===== config.mk =====
export PLATFORM = sky130hd
export DESIGN_NAME = scc_cmd_interp
export DESIGN_NICKNAME = d
export VERILOG_FILES = /design/src/logic/scc_pkg.sv /design/src/logic/scc_cmd_interp.sv /design/src/logic/scc_rx_fifo.sv
export VERILOG_INCLUDE_DIRS = /design/src /design/src/logic
export SDC_FILE = /design/constraint.sdc
export NUM_CORES = 1
export LEC_CHECK = 0
export BUFFER_PORTS_ARGS = -buffer_cell sky130_fd_sc_hd__buf_2
export CAP_MARGIN = 40
export CELL_PAD_IN_SITES_DETAIL_PLACEMENT = 0
export CELL_PAD_IN_SITES_GLOBAL_PLACEMENT = 1
export CORE_ASPECT_RATIO = 0.5
export CORE_UTILIZATION = 47
export CTS_CLUSTER_DIAMETER = 120
export DETAILED_ROUTE_END_ITERATION = 10
export GPL_ROUTABILITY_DRIVEN = 0
export PLACE_DENSITY = 0.79
export SLEW_MARGIN = 25
export SYNTH_ARGS = -nofsm -noshare
export SYNTH_HDL_FRONTEND = slang
export SYNTH_SLANG_ARGS = --single-unit

===== constraint.sdc =====
create_clock -name clk_sys -period 4.8 [get_ports clk_sys]
set_input_delay 0.48 -clock clk_sys [delete_from_list [all_inputs] [get_ports clk_sys]]
set_output_delay 0.48 -clock clk_sys [all_outputs]
set_load 0.01 [all_outputs]

===== src/logic/scc_regs.svh =====
// constants of the serial configuration command interpreter
`ifndef SCC_REGS_SVH
`define SCC_REGS_SVH
// =====================================================================
// framing and reply bytes
`define SCC_STX        8'h02
`define SCC_ETX        8'h03
`define SCC_ACK        8'h06
`define SCC_NAK        8'h15
`define SCC_DIG_LO     8'h30
`define SCC_DIG_HI     8'h39
// =====================================================================
// special codes, six digits packed four bits per digit
`define SCC_MAX_DIG    6
`define SCC_CODE_PROG  24'h999999
`define SCC_CODE_DEFL  24'h999998
// =====================================================================
// factory serial format
`define SCC_DEF_BAUD   17'd9600
`define SCC_DEF_PAR    3'h4
`define SCC_DEF_STOP   2'h2
`define SCC_DEF_DATA   4'h7
// =====================================================================
// timing, figures in ms, counts at the 50 MHz system clock
`define SCC_CLK_KHZ    50000
`define SCC_TMO_MS     20000
`define SCC_BEEP_MS    100
`define SCC_LONG_MS    600
`define SCC_GAP_MS     100
`define SCC_BLINK_MS   250
`define SCC_FLASH_MS   150
`define SCC_TMO_CYC    (`SCC_TMO_MS * `SCC_CLK_KHZ)
`define SCC_BEEP_CYC   (`SCC_BEEP_MS * `SCC_CLK_KHZ)
`define SCC_LONG_CYC   (`SCC_LONG_MS * `SCC_CLK_KHZ)
`define SCC_GAP_CYC    (`SCC_GAP_MS * `SCC_CLK_KHZ)
`define SCC_BLINK_CYC  (`SCC_BLINK_MS * `SCC_CLK_KHZ)
`define SCC_FLASH_CYC  (`SCC_FLASH_MS * `SCC_CLK_KHZ)
`endif


===== src/logic/scc_pkg.sv =====
// types of the serial configuration command interpreter
package scc_pkg;
   // =====================================================================
   // frame parser states
   typedef enum logic [1:0] {SCC_HUNT, SCC_BODY} scc_state_e;
   // tone kinds
   typedef enum logic [1:0] {SCC_TN_BEEP, SCC_TN_LONG, SCC_TN_RAZZ}
      scc_tone_e;
   // self-test outcome
   typedef enum logic [2:0] {SCC_FLT_NONE, SCC_FLT_MEM, SCC_FLT_LASER,
      SCC_FLT_MOTOR, SCC_FLT_ELEC} scc_fault_e;
   // parity codes of the serial format
   typedef enum logic [2:0] {SCC_PAR_NONE, SCC_PAR_ODD, SCC_PAR_EVEN,
      SCC_PAR_MARK, SCC_PAR_SPACE} scc_parity_e;
endpackage : scc_pkg


===== src/logic/scc_cmd_interp.sv =====
// serial configuration command interpreter with indicator control
`timescale 1ns/10ps
`include "scc_regs.svh"

module scc_cmd_interp
   import scc_pkg::*;
#(
   parameter int unsigned TMO_CYC    = `SCC_TMO_CYC,
   parameter int unsigned BEEP_CYC   = `SCC_BEEP_CYC,
   parameter int unsigned LONG_CYC   = `SCC_LONG_CYC,
   parameter int unsigned GAP_CYC    = `SCC_GAP_CYC,
   parameter int unsigned BLINK_CYC  = `SCC_BLINK_CYC,
   parameter int unsigned FLASH_CYC  = `SCC_FLASH_CYC,
   parameter int unsigned FIFO_DEPTH = 8
) (
   // clock and reset
   input  wire logic        clk_sys,
   input  wire logic        srst,
   // received bytes from the uart
   input  wire logic [7:0]  rx_data,
   input  wire logic        rx_valid,
   output logic             rx_ready,
   // reply bytes to the uart
   output logic [7:0]       tx_data,
   output logic             tx_valid,
   input  wire logic        tx_ready,
   // accepted configuration command
   output logic [23:0]      cfg_code,
   output logic [2:0]       cfg_len,
   output logic             cfg_valid,
   output logic             cfg_defaults,
   // pending serial format from configuration store
   input  wire logic        fmt_wr,
   input  wire logic [16:0] fmt_baud_in,
   input  wire logic [2:0]  fmt_par_in,
   input  wire logic [1:0]  fmt_stop_in,
   input  wire logic [3:0]  fmt_data_in,
   // active serial format
   output logic [16:0]      ser_baud,
   output logic [2:0]       ser_par,
   output logic [1:0]       ser_stop,
   output logic [3:0]       ser_data,
   // scan engine
   input  wire logic        scan_req,
   input  wire logic        laser_on,
   input  wire logic        decode_ok,
   input  wire logic        host_busy,
   output logic             scan_run,
   output logic             decode_en,
   output logic             prog_mode,
   // power-up self-test
   input  wire logic        st_done,
   input  wire logic        st_fail_mem,
   input  wire logic        st_fail_laser,
   input  wire logic        st_fail_motor,
   input  wire logic        st_fail_elec,
   // indicators
   output logic             led_green,
   output logic             led_red,
   output logic             tone_on,
   output logic             tone_razz
);
   scc_state_e  state_r;
   scc_fault_e  fault_r;
   scc_tone_e   tone_kind_r;
   scc_tone_e   go_kind;
   logic [7:0]  q_data;
   logic        q_valid;
   logic        q_pop;
   logic [23:0] code_r;
   logic [2:0]  len_r;
   logic        bad_r;
   logic        prog_r;
   logic        frame_end;
   logic        frame_ok;
   logic        is_prog;
   logic        tmo_hit;
   logic [31:0] tmo_r;
   logic [16:0] pend_baud_r;
   logic [2:0]  pend_par_r;
   logic [1:0]  pend_stop_r;
   logic [3:0]  pend_data_r;
   logic        ev_enter;
   logic        ev_exit;
   logic        ev_reject;
   logic        ev_decode;
   logic        tone_go;
   logic [2:0]  go_n;
   logic [2:0]  tone_left_r;
   logic [31:0] tone_tmr_r;
   logic        tone_ph_r;
   logic        tone_cont_r;
   logic [31:0] blink_cnt_r;
   logic        blink_r;
   logic [31:0] flash_r;

   // sounding time of one tone of a kind
   function automatic logic [31:0] tone_len(input scc_tone_e k);
      tone_len = (k == SCC_TN_LONG) ? LONG_CYC : BEEP_CYC;
   endfunction : tone_len

   // =====================================================================
   // receive fifo, drained only while no reply waits
   scc_rx_fifo #(.WIDTH(8), .DEPTH(FIFO_DEPTH)) u_fifo (
      .clk_sys   (clk_sys),
      .srst      (srst),
      .in_data   (rx_data),
      .in_valid  (rx_valid),
      .in_ready  (rx_ready),
      .out_data  (q_data),
      .out_valid (q_valid),
      .out_ready (!tx_valid)
   );
   assign q_pop = q_valid & !tx_valid;

   // =====================================================================
   // frame decode
   assign frame_end = q_pop && state_r == SCC_BODY && q_data == `SCC_ETX;
   assign frame_ok  = !bad_r && len_r != 3'h0;
   assign is_prog   = len_r == 3'(`SCC_MAX_DIG) &&
                      code_r == `SCC_CODE_PROG;
   assign tmo_hit   = prog_r && tmo_r == 32'h0 && !frame_end && !tx_valid;

   // frame assembly: hunt for start, gather digits
   always_ff @(posedge clk_sys) begin
      if (srst) begin
         state_r <= SCC_HUNT;
         code_r  <= 24'h000000;
         len_r   <= 3'h0;
         bad_r   <= 1'b0;
      end else if (q_pop) begin
         if (q_data == `SCC_STX) begin
            state_r <= SCC_BODY;
            code_r  <= 24'h000000;
            len_r   <= 3'h0;
            bad_r   <= 1'b0;
         end else if (state_r == SCC_BODY) begin
            if (q_data == `SCC_ETX) begin
               state_r <= SCC_HUNT;
            end else if (q_data >= `SCC_DIG_LO &&
                         q_data <= `SCC_DIG_HI &&
                         len_r < 3'(`SCC_MAX_DIG)) begin
               code_r <= {code_r[19:0], q_data[3:0]};
               len_r  <= len_r + 3'h1;
            end else begin
               bad_r <= 1'b1;
            end
         end
      end
   end

   // =====================================================================
   // reply byte, held until the uart takes it
   always_ff @(posedge clk_sys) begin
      if (srst) begin
         tx_valid <= 1'b0;
         tx_data  <= 8'h00;
      end else if (frame_end) begin
         tx_valid <= 1'b1;
         if (frame_ok && (is_prog || prog_r)) begin
            tx_data <= `SCC_ACK;
         end else begin
            tx_data <= `SCC_NAK;
         end
      end else if (tmo_hit) begin
         tx_valid <= 1'b1;
         tx_data  <= `SCC_NAK;
      end else if (tx_ready) begin
         tx_valid <= 1'b0;
      end
   end

   // program mode events
   assign ev_enter  = frame_end && frame_ok && is_prog && !prog_r;
   assign ev_exit   = frame_end && frame_ok && is_prog && prog_r;
   assign ev_reject = prog_r && ((frame_end && !frame_ok) || tmo_hit);

   // program mode flag; a reject drops it so a resend is refused
   always_ff @(posedge clk_sys) begin
      if (srst) begin
         prog_r <= 1'b0;
      end else if (ev_enter) begin
         prog_r <= 1'b1;
      end else if (ev_exit) begin
         prog_r <= 1'b0;
      end else if (ev_reject) begin
         prog_r <= 1'b0;
      end
   end

   // inter-command timer, reloaded on each frame
   always_ff @(posedge clk_sys) begin
      if (srst || !prog_r || frame_end) begin
         tmo_r <= TMO_CYC - 1;
      end else if (tmo_r != 32'h0) begin
         tmo_r <= tmo_r - 32'h1;
      end
   end

   // accepted command strobes
   always_ff @(posedge clk_sys) begin
      if (srst) begin
         cfg_valid    <= 1'b0;
         cfg_defaults <= 1'b0;
         cfg_code     <= 24'h000000;
         cfg_len      <= 3'h0;
      end else begin
         cfg_valid    <= frame_end && frame_ok && prog_r && !is_prog;
         cfg_defaults <= frame_end && frame_ok && prog_r &&
                         len_r == 3'(`SCC_MAX_DIG) &&
                         code_r == `SCC_CODE_DEFL;
         if (frame_end) begin
            cfg_code <= code_r;
            cfg_len  <= len_r;
         end
      end
   end

   // =====================================================================
   // pending and active serial format
   always_ff @(posedge clk_sys) begin
      if (srst || ev_enter) begin
         pend_baud_r <= srst ? `SCC_DEF_BAUD : ser_baud;
         pend_par_r  <= srst ? `SCC_DEF_PAR : ser_par;
         pend_stop_r <= srst ? `SCC_DEF_STOP : ser_stop;
         pend_data_r <= srst ? `SCC_DEF_DATA : ser_data;
      end else if (cfg_defaults) begin
         pend_baud_r <= `SCC_DEF_BAUD;
         pend_par_r  <= `SCC_DEF_PAR;
         pend_stop_r <= `SCC_DEF_STOP;
         pend_data_r <= `SCC_DEF_DATA;
      end else if (fmt_wr && prog_r) begin
         pend_baud_r <= fmt_baud_in;
         pend_par_r  <= fmt_par_in;
         pend_stop_r <= fmt_stop_in;
         pend_data_r <= fmt_data_in;
      end
   end

   // active format changes only on a clean exit
   always_ff @(posedge clk_sys) begin
      if (srst) begin
         ser_baud <= `SCC_DEF_BAUD;
         ser_par  <= `SCC_DEF_PAR;
         ser_stop <= `SCC_DEF_STOP;
         ser_data <= `SCC_DEF_DATA;
      end else if (ev_exit) begin
         ser_baud <= pend_baud_r;
         ser_par  <= pend_par_r;
         ser_stop <= pend_stop_r;
         ser_data <= pend_data_r;
      end
   end

   // scan engine control
   assign prog_mode = prog_r;
   assign scan_run  = scan_req | prog_r;
   assign decode_en = !prog_r;
   assign ev_decode = decode_ok & decode_en;

   // =====================================================================
   // self-test outcome, worst fault wins
   always_ff @(posedge clk_sys) begin
      if (srst) begin
         fault_r <= SCC_FLT_NONE;
      end else if (st_done) begin
         if (st_fail_elec) begin
            fault_r <= SCC_FLT_ELEC;
         end else if (st_fail_motor) begin
            fault_r <= SCC_FLT_MOTOR;
         end else if (st_fail_laser) begin
            fault_r <= SCC_FLT_LASER;
         end else if (st_fail_mem) begin
            fault_r <= SCC_FLT_MEM;
         end else begin
            fault_r <= SCC_FLT_NONE;
         end
      end
   end

   // tone requests by cause
   always_comb begin
      tone_go = 1'b1;
      go_n    = 3'h1;
      go_kind = SCC_TN_BEEP;
      if (st_done && !st_fail_elec && st_fail_motor) begin
         go_n    = 3'h2;
         go_kind = SCC_TN_RAZZ;
      end else if (st_done && !st_fail_elec && st_fail_laser) begin
         go_kind = SCC_TN_RAZZ;
      end else if (st_done && !st_fail_elec && st_fail_mem) begin
         go_n    = 3'h3;
      end else if (ev_reject) begin
         go_kind = SCC_TN_RAZZ;
      end else if (ev_exit) begin
         go_kind = SCC_TN_LONG;
      end else if (ev_enter) begin
         go_n    = 3'h3;
      end else if (!ev_decode) begin
         tone_go = 1'b0;
      end
   end

   // tone sequencer: n tones with gaps between
   always_ff @(posedge clk_sys) begin
      if (srst) begin
         tone_left_r <= 3'h0;
         tone_tmr_r  <= 32'h0;
         tone_ph_r   <= 1'b0;
         tone_kind_r <= SCC_TN_BEEP;
      end else if (tone_go) begin
         tone_left_r <= go_n;
         tone_ph_r   <= 1'b1;
         tone_kind_r <= go_kind;
         tone_tmr_r  <= tone_len(go_kind) - 1;
      end else if (tone_tmr_r != 32'h0) begin
         tone_tmr_r <= tone_tmr_r - 32'h1;
      end else if (tone_ph_r) begin
         tone_ph_r   <= 1'b0;
         tone_left_r <= tone_left_r - 3'h1;
         tone_tmr_r  <= GAP_CYC - 1;
      end else if (tone_left_r != 3'h0) begin
         tone_ph_r  <= 1'b1;
         tone_tmr_r <= tone_len(tone_kind_r) - 1;
      end
   end

   // continuous razz for an electronics fault
   always_ff @(posedge clk_sys) begin
      if (srst) begin
         tone_cont_r <= 1'b0;
      end else if (st_done) begin
         tone_cont_r <= st_fail_elec;
      end
   end
   assign tone_on   = tone_ph_r | tone_cont_r;
   assign tone_razz = (tone_ph_r && tone_kind_r == SCC_TN_RAZZ) |
                      tone_cont_r;

   // =====================================================================
   // blink clock and single red flash timer
   always_ff @(posedge clk_sys) begin
      if (srst || blink_cnt_r == 32'h0) begin
         blink_cnt_r <= BLINK_CYC - 1;
         blink_r     <= srst ? 1'b0 : !blink_r;
      end else begin
         blink_cnt_r <= blink_cnt_r - 32'h1;
      end
   end

   always_ff @(posedge clk_sys) begin
      if (srst) begin
         flash_r <= 32'h0;
      end else if (ev_decode) begin
         flash_r <= FLASH_CYC;
      end else if (flash_r != 32'h0) begin
         flash_r <= flash_r - 32'h1;
      end
   end

   // led patterns, electronics, motor and laser faults first, then program mode, then normal
   always_comb begin
      unique case (fault_r)
         SCC_FLT_ELEC: begin
            led_green = 1'b0;
            led_red   = 1'b0;
         end
         SCC_FLT_LASER: begin
            led_green = blink_r;
            led_red   = 1'b0;
         end
         SCC_FLT_MOTOR: begin
            led_green = blink_r;
            led_red   = blink_r;
         end
         default: begin
            led_green = prog_r | laser_on;
            led_red   = prog_r ? blink_r :
                        (flash_r != 32'h0) | host_busy;
         end
      endcase
   end
endmodule : scc_cmd_interp


===== src/logic/scc_rx_fifo.sv =====
// receive byte fifo with valid and ready on both sides
`timescale 1ns/10ps
module scc_rx_fifo #(
   parameter int unsigned WIDTH = 8,
   parameter int unsigned DEPTH = 8
) (
   // clock and reset
   input  wire logic             clk_sys,
   input  wire logic             srst,
   // filling side
   input  wire logic [WIDTH-1:0] in_data,
   input  wire logic             in_valid,
   output logic                  in_ready,
   // draining side
   output logic [WIDTH-1:0]      out_data,
   output logic                  out_valid,
   input  wire logic             out_ready
);
   localparam int unsigned AW = (DEPTH > 1) ? $clog2(DEPTH) : 1;
   logic [WIDTH-1:0] mem_r [DEPTH];
   logic [AW-1:0]    wr_ptr_r;
   logic [AW-1:0]    rd_ptr_r;
   logic [AW:0]      cnt_r;
   logic             push;
   logic             pop;

   // =====================================================================
   // handshake
   assign in_ready  = (cnt_r != (AW+1)'(DEPTH));
   assign out_valid = (cnt_r != '0);
   assign push      = in_valid & in_ready;
   assign pop       = out_valid & out_ready;
   assign out_data  = mem_r[rd_ptr_r];

   // storage, written only on a push
   always_ff @(posedge clk_sys) begin
      if (push) begin
         mem_r[wr_ptr_r] <= in_data;
      end
   end

   // pointers and fill count, wrap at depth
   always_ff @(posedge clk_sys) begin
      if (srst) begin
         wr_ptr_r <= '0;
         rd_ptr_r <= '0;
         cnt_r    <= '0;
      end else begin
         if (push) begin
            wr_ptr_r <= (wr_ptr_r == AW'(DEPTH-1)) ? '0 : wr_ptr_r + 1'b1;
         end
         if (pop) begin
            rd_ptr_r <= (rd_ptr_r == AW'(DEPTH-1)) ? '0 : rd_ptr_r + 1'b1;
         end
         cnt_r <= cnt_r + (AW+1)'(push) - (AW+1)'(pop);
      end
   end
endmodule : scc_rx_fifo


==> key figures, run 1 <==
Status
  • Outcome: finished, final reports clean

Layout
  • Layout cells sized above 1: approximately 15%
  • Fill cells: between 2000 and 3000
  • Antenna diodes: 0
  • Area Overhead vs Synth: 14.3%
  • Final-stage net count: approximately 1600

Synth
  • Count leader, synth: dfxtp_1
  • Post-synth top flop: dfxtp_1
  • Share of the yosys chip area belonging to registers: roughly 53%
  • Number of synthesized register bits: 330
  • Area leader, netlist: dfxtp_1
  • Top cells by count, synth: dfxtp_1, nand2_1, nor2_1
  • Number of synthesized flops with an enable pin: slightly above 90
  • Ranking of synthesized cells by area: dfxtp_1, edfxtp_1, nand2_1, nor2_1, xnor2_1
  • Syn avg cell area: between 10 and 15 um2
  • Yosys top cell area share: between 30% and 40%
  • Post-synthesis cell type count: 63
  • Async S/R FF share, synth: 0%
  • Area of the mapped netlist: 14100 um2
  • Yosys warning count: 0
  • Cell count after synthesis: approximately 1400

Timing
  • Clock Skews: 20.3 ps
  • Fmax: around 240 MHz
  • RSZ-0062 raised after global routing: false
  • Relative slew slack: 44.3%
  • Final WS setup: between 600 and 700 ps
  • Measured slew at the worst slew-check pin: just over 800 ps
  • Setup violators final: 0
  • Hold Fails Final Rpt: 0
  • Total negative slack: 0 ps
  • Crit path time final: 4130 ps
  • Fin. max-slew vios: 0
  • Final period utilization: 86.1%

Detailed routing
  • Routed vias: around 11000
  • DRT Pass-1 Iters: 6
  • Routed len/inst: between 15 and 20 um
  • Post-route ant nets: 0
  • Routed wire length: 31600 um
  • DRC viols: 0
  • Drt first-iter violations: 607
  • Vias/cell: 5.49

Placement
  • Pre-CTS WS: around 640 ps
  • Hpwl dp: around 22000 um
  • IO Port Bufs: approximately 120

Setup path
  • CP required: between 5000 and 6000 ps
  • Crit path capture type: flip-flop
  • Critical path peak fanout: 20
  • Crit start category: flip-flop
  • Critical path arrival: between 4000 and 5000 ps
  • Critical Setup Path Class: reg -> reg

Floorplan
  • Ports: 120
  • Die span in x: 247 um
  • Initial Util: approximately half
  • Rows: 44
  • Die height: roughly 120 um
  • Core area: around 30000 um2
  • Die Area: slightly above 30000 um2

Clocking
  • Post-cts sizing count: 0
  • CTS Buf Count: 29
  • Worst-path clk slew: 70 ps
  • CTS H-tree depth: 1
  • Hold-fix buffers, CTS: 0
  • Clock sinks: 330
  • Clock latency on the worst-skew pair: approximately 580 ps
  • CTS root buf: clkbuf_16
  • CTS tree: yes
  • Max Root-Sink Buffers: 3
  • Setup Buffers After CTS: 0

Pwr
  • P_leak: 5.89 nW
  • Net Sw Power: 1.53 mW
  • Sequential fraction of design power: about half
  • Switch share: between 20% and 30%
  • Gate power share: a little under an eighth
  • Pwr/cell area: 380 nW/um2
  • VDD IR-drop max: roughly 0.00027 V
  • Internal power: ~4.6 mW
  • Clock Power Share: between 30% and 40%

Hold path
  • Hold WC Path Type: in -> reg

Global route
  • GRT Residual Overflow: 0
  • Tot GR Track Use: between 20% and 30%
  • Largest net degree at the start of global routing: 60
  • First-pass GRT wire length: 52300 um
  • Vias in the first global route: around 10000
  • Initial antenna violation count: 1

Run
  • Maxcap violations: 0
==> layout by cell type (no fill, tap or decap), types with 29 or more instances in the layout <==
cell type / instances
edfxtp_1: 91
a22o_1: 39
xor2_1: 45
buf_4: 30
nor3_1: 47
nand2_1: 153
nor2_1: 130
xnor2_1: 50
buf_2: 116
nand3_1: 31
dfxtp_1: 239
inv_1: 41
nor4_1: 35
mux2i_1: 37
clkbuf_16: 29
a21oi_1: 84
==> state kept, by name, indices dropped and copies added, names as in the netlist, 4 cells and up, named ones only <==
register and count:
u_fifo.mem_r 64, blink_cnt_r 32, flash_r 32, tmo_r 32
tone_tmr_r 32, cfg_code 24, code_r 24, pend_baud_r 17
ser_baud 17, pend_data_r 4, ser_data 4, u_fifo.cnt_r 4
==> per-stage QoR <==
stage                     cells  instance area [um2]  utilization [%]  total power, mW  hold slack (ps)
after global placement     1856                15100             51.7             3.81              395
after CTS                  1913                16000             55.0             6.17              143
final                      1919                16100             55.1             6.11              162
after floorplan            1388                14100                -             3.65              384
after global routing       1919                16100             55.1             6.39              165
after detailed placement   1860                15100             51.8             3.85              402
==> cell families after synthesis <==
| group | after synthesis | synth area share [%] |
|---|---|---|
| adders and majority gates | 22 | 2.01 |
| AOI/OAI and AO/OA | 212 | 10.1 |
| and+or+nand+nor | 559 | 20.1 |
| muxes | 58 | 5.35 |
| buffers and inverters | 108 | 3.13 |
| DFF | 330 | 53.5 |
| xor gates and xnor gates | 95 | 5.92 |
| other | 1 | 0.0267 |
==> path summary, 6_finish.rpt <==
check | cells after the start | from | slack (ps) | to
worst min-delay path | 3 | tx_ready | 160 | tx_valid$_SDFFE_PP0P_
worst min register to register | 1 | blink_cnt_r[0]$_SDFF_PP1_ | 420 | blink_cnt_r[0]$_SDFF_PP1_
worst max-delay path | 8 | flip-flop | 670 | tone_tmr_r[4]$_SDFFE_PP0P_
worst max register to register | 8 | flip-flop | 670 | tone_tmr_r[4]$_SDFFE_PP0P_
==> power groups by stage <==
stage / logic [mW] / clock network [mW] / registers [mW]
2_1_floorplan: 0.579 / 0 / 3.07
3_3_place_gp: 0.686 / 0 / 3.13
3_5_place_dp: 0.719 / 0 / 3.13
4_1_cts: 0.724 / 2.38 / 3.07
5_1_grt: 0.810 / 2.50 / 3.08
6_report: 0.724 / 2.32 / 3.07
==> worst max-delay path, cell delays in order (launching register included) <==
cell,delay (ps)
dfxtp_1,820
mux4_2,610
mux2_2,290
or4_4,570
nor3_2,230
buf_4,310
mux2_2,410
a21oi_1,580
a31oi_1,160
==> per-layer routing <==
metal / up-vias / part of all wire [%] / global-route usage (%)
met5: - / 0.038 / 0
met4: 2 / 1.9 / 4.79
met3: 51 / 4.2 / 3.84
met2: 162 / 48 / 35.2
met1: 5111 / 46 / 27.8
li1: 5213 / - / -
==> area by class of cell <==
class | count | area [um2] | share of cell area [%]
multi-input combinational | 950 | 6140 | 38.2
clock buffer | 45 | 827 | 5.14
inverter | 44 | 165 | 1.03
tap | 391 | 489 | 3.04
timing repair buffer | 151 | 840 | 5.22
clock inverter | 8 | 103 | 0.638
sequential | 330 | 7520 | 46.8
Power figures use the tool's default switching activity.
==> run 2: changes to the inputs <==
--- a/config.mk
+++ b/config.mk
@@ -8,14 +8,15 @@
 export LEC_CHECK = 0
 export BUFFER_PORTS_ARGS = -buffer_cell sky130_fd_sc_hd__buf_2
 export CAP_MARGIN = 40
-export CELL_PAD_IN_SITES_DETAIL_PLACEMENT = 0
-export CELL_PAD_IN_SITES_GLOBAL_PLACEMENT = 1
+export CELL_PAD_IN_SITES_DETAIL_PLACEMENT = 1
+export CELL_PAD_IN_SITES_GLOBAL_PLACEMENT = 2
 export CORE_ASPECT_RATIO = 0.5
-export CORE_UTILIZATION = 47
+export CORE_UTILIZATION = 39
 export CTS_CLUSTER_DIAMETER = 120
 export DETAILED_ROUTE_END_ITERATION = 10
 export GPL_ROUTABILITY_DRIVEN = 0
 export PLACE_DENSITY = 0.79
+export REMOVE_ABC_BUFFERS = 1
 export SLEW_MARGIN = 25
 export SYNTH_ARGS = -nofsm -noshare
 export SYNTH_HDL_FRONTEND = slang
==> key figures, run 2 (synthesis results as in run 1) <==
Status
  • Outcome: finished, final reports clean

Floorplan
  • Ports: 120 (unchanged)
  • Core area: 35000 um2 (+20%)
  • Initial Util: 40.2% (-8.0 points)
  • Rows: 48 (+9.1%)
  • Die Area: 36900 um2 (+20%)
  • Die height: 136 um (+9.6%)
  • Die span in x: 271 um (+9.7%)

Layout
  • Fill cells: 3900 (+51%)
  • Layout cells sized above 1: 15.6% (+0.73 points)
  • Max FFs per register: 64 (unchanged)
  • Finished Layout Cells: 2008 (+4.6%)
  • Area Overhead vs Synth: 16.0%
  • Leading cell type in the layout, fill and taps excluded: dfxtp_1
  • Util after Layout: 46.7% (-8.4 points)
  • Area of the multi-input gates: 6130 um2 (about the same)
  • Most frequent cells in the layout: dfxtp_1, nand2_1, nor2_1
  • Antenna diodes: 0 (unchanged)
  • FF/Latch Area: 7520 um2 (unchanged)
  • Final-stage net count: 1578 (+0.13%)
  • Top reg by flops: u_fifo.mem_r

Detailed routing
  • Vias/cell: 5.37 (-2.2%)
  • Routed wire length: 37000 um (+17%)
  • Routed vias: 10781 (+2.3%)
  • DRC viols: 0 (unchanged)
  • Drt first-iter violations: 535 (-12%)
  • Routed len/inst: 18.4 um (+12%)
  • DRT Pass-1 Iters: 5 (-1)
  • Post-route ant nets: 0 (unchanged)

Clocking
  • CTS tree: yes
  • CTS root buf: clkbuf_16
  • Max Root-Sink Buffers: 3 (unchanged)
  • Clock sinks: 330 (unchanged)
  • Worst-path clk slew: 70 ps (about the same)
  • CTS Buf Count: 31 (+6.9%)
  • Post-cts sizing count: 0 (unchanged)
  • Hold-fix buffers, CTS: 0 (unchanged)
  • Setup Buffers After CTS: 0 (unchanged)
  • Clock latency on the worst-skew pair: 570 ps (about the same)
  • CTS H-tree depth: 1 (unchanged)

Timing
  • Final period utilization: 87.7% (+1.6 points)
  • Total negative slack: 0 ps (unchanged)
  • Crit path time final: 4210 ps (+75.4 ps)
  • Fmax: 238 MHz (-1.8%)
  • Final WS setup: 591 ps (-75.4 ps)
  • Relative slew slack: 42.5% (-1.9 points)
  • Setup violators final: 0 (unchanged)
  • Fin. max-slew vios: 0 (unchanged)
  • Measured slew at the worst slew-check pin: 841 ps (+13.6 ps)
  • RSZ-0062 raised after global routing: false
  • Clock Skews: 15.1 ps (-5.25 ps)
  • Hold Fails Final Rpt: 0 (unchanged)

Setup path
  • Crit start category: flip-flop
  • Crit path capture type: flip-flop
  • Critical R2R Capture: tone_tmr_r[5]$_SDFFE_PP0P_
  • CP Capture Point: tone_tmr_r[5]$_SDFFE_PP0P_
  • CP max-delay cell: dfxtp_1
  • CP Depth: 8 (unchanged)
  • Worst reg2reg path depth: 8 (unchanged)
  • Critical Setup Path Class: reg -> reg
  • CP required: 5210 ps (about the same)
  • Top delay family on crit path: multiplexers
  • WP buf/inv: 1 (unchanged)
  • Reg2reg setup slack: 590 ps (-80 ps)
  • CP Cell Sequence: mux4_2, mux2_2, or4_4, nor3_2, buf_4, mux2_2, a21oi_1, a21oi_1
  • Critical path peak fanout: 14 (-30%)
  • Critical path arrival: 4620 ps (+70 ps)
  • Largest stage delay, worst path: 790 ps (-30 ps)

Pwr
  • Power, Total: 6.31 mW (+3.3%)
  • VDD IR-drop max: 0.000305 V (+15%)
  • Pwr/cell area: 387 nW/um2 (+1.8%)
  • P_leak: 5.96 nW (+1.1%)

Hold path
  • Hold WC Path Type: in -> reg

Placement
  • Pre-CTS WS: 531 ps (-110 ps)
  • Hpwl dp: 26300 um (+20%)
  • Dpl cells: 1946 (+4.6%)
  • IO Port Bufs: 115 (unchanged)

Global route
  • Vias in the first global route: 11020 (+7.3%)
  • Largest net degree at the start of global routing: 51 (-15%)
  • Tot GR Track Use: 19.8% (-1.1 points)
  • Initial antenna violation count: 0 (-1)
  • GRT Residual Overflow: 0 (unchanged)
  • First-pass GRT wire length: 59000 um (+13%)

Run
  • Maxcap violations: 0 (unchanged)
run 2: final cells by class:
type	instances	area share (%)
Sequential cell	330	46.1
Multi-Input combinational cell	950	37.6
Clock buffer	50	6.08
Timing Repair Buffer	151	5.26
Tap cell	475	3.64
Inverter	44	1.01
Clock inverter	8	0.322
run 2: metal layers:
layer  track usage (%)  wire (um)
met1              26.3      17500
met3              2.79       1020
met4              3.67        548
met2              34.7      17900
met5                 0          0
run 2: worst min-delay path by stage:
stage | from | end | slack, ps | depth (start not counted)
final | rx_data[0] | u_fifo.mem_r[0][0]$_DFFE_PP_ | 180 | 1
after global routing | rx_data[0] | u_fifo.mem_r[0][0]$_DFFE_PP_ | 160 | 1
after CTS | rx_data[0] | u_fifo.mem_r[0][0]$_DFFE_PP_ | 140 | 1
after detailed placement | blink_cnt_r[0]$_SDFF_PP1_ | blink_cnt_r[0]$_SDFF_PP1_ | 410 | 1
after global placement | blink_cnt_r[0]$_SDFF_PP1_ | blink_cnt_r[0]$_SDFF_PP1_ | 390 | 1
after floorplan | blink_cnt_r[0]$_SDFF_PP1_ | blink_cnt_r[0]$_SDFF_PP1_ | 380 | 1
run 2: per-stage QoR:
stage	hold WS, ps	area [um2]
6_report	177	16300
5_1_grt	164	16300
4_1_cts	143	16300
3_5_place_dp	406	15200
3_3_place_gp	392	15200
2_1_floorplan	384	13800
run 2: report_power, final:
part           leakage (nW)  switching, mW  internal [mW]
Clock                 0.516           1.08           1.41
Combinational          2.66          0.423          0.326
Sequential             2.78         0.0999           2.97
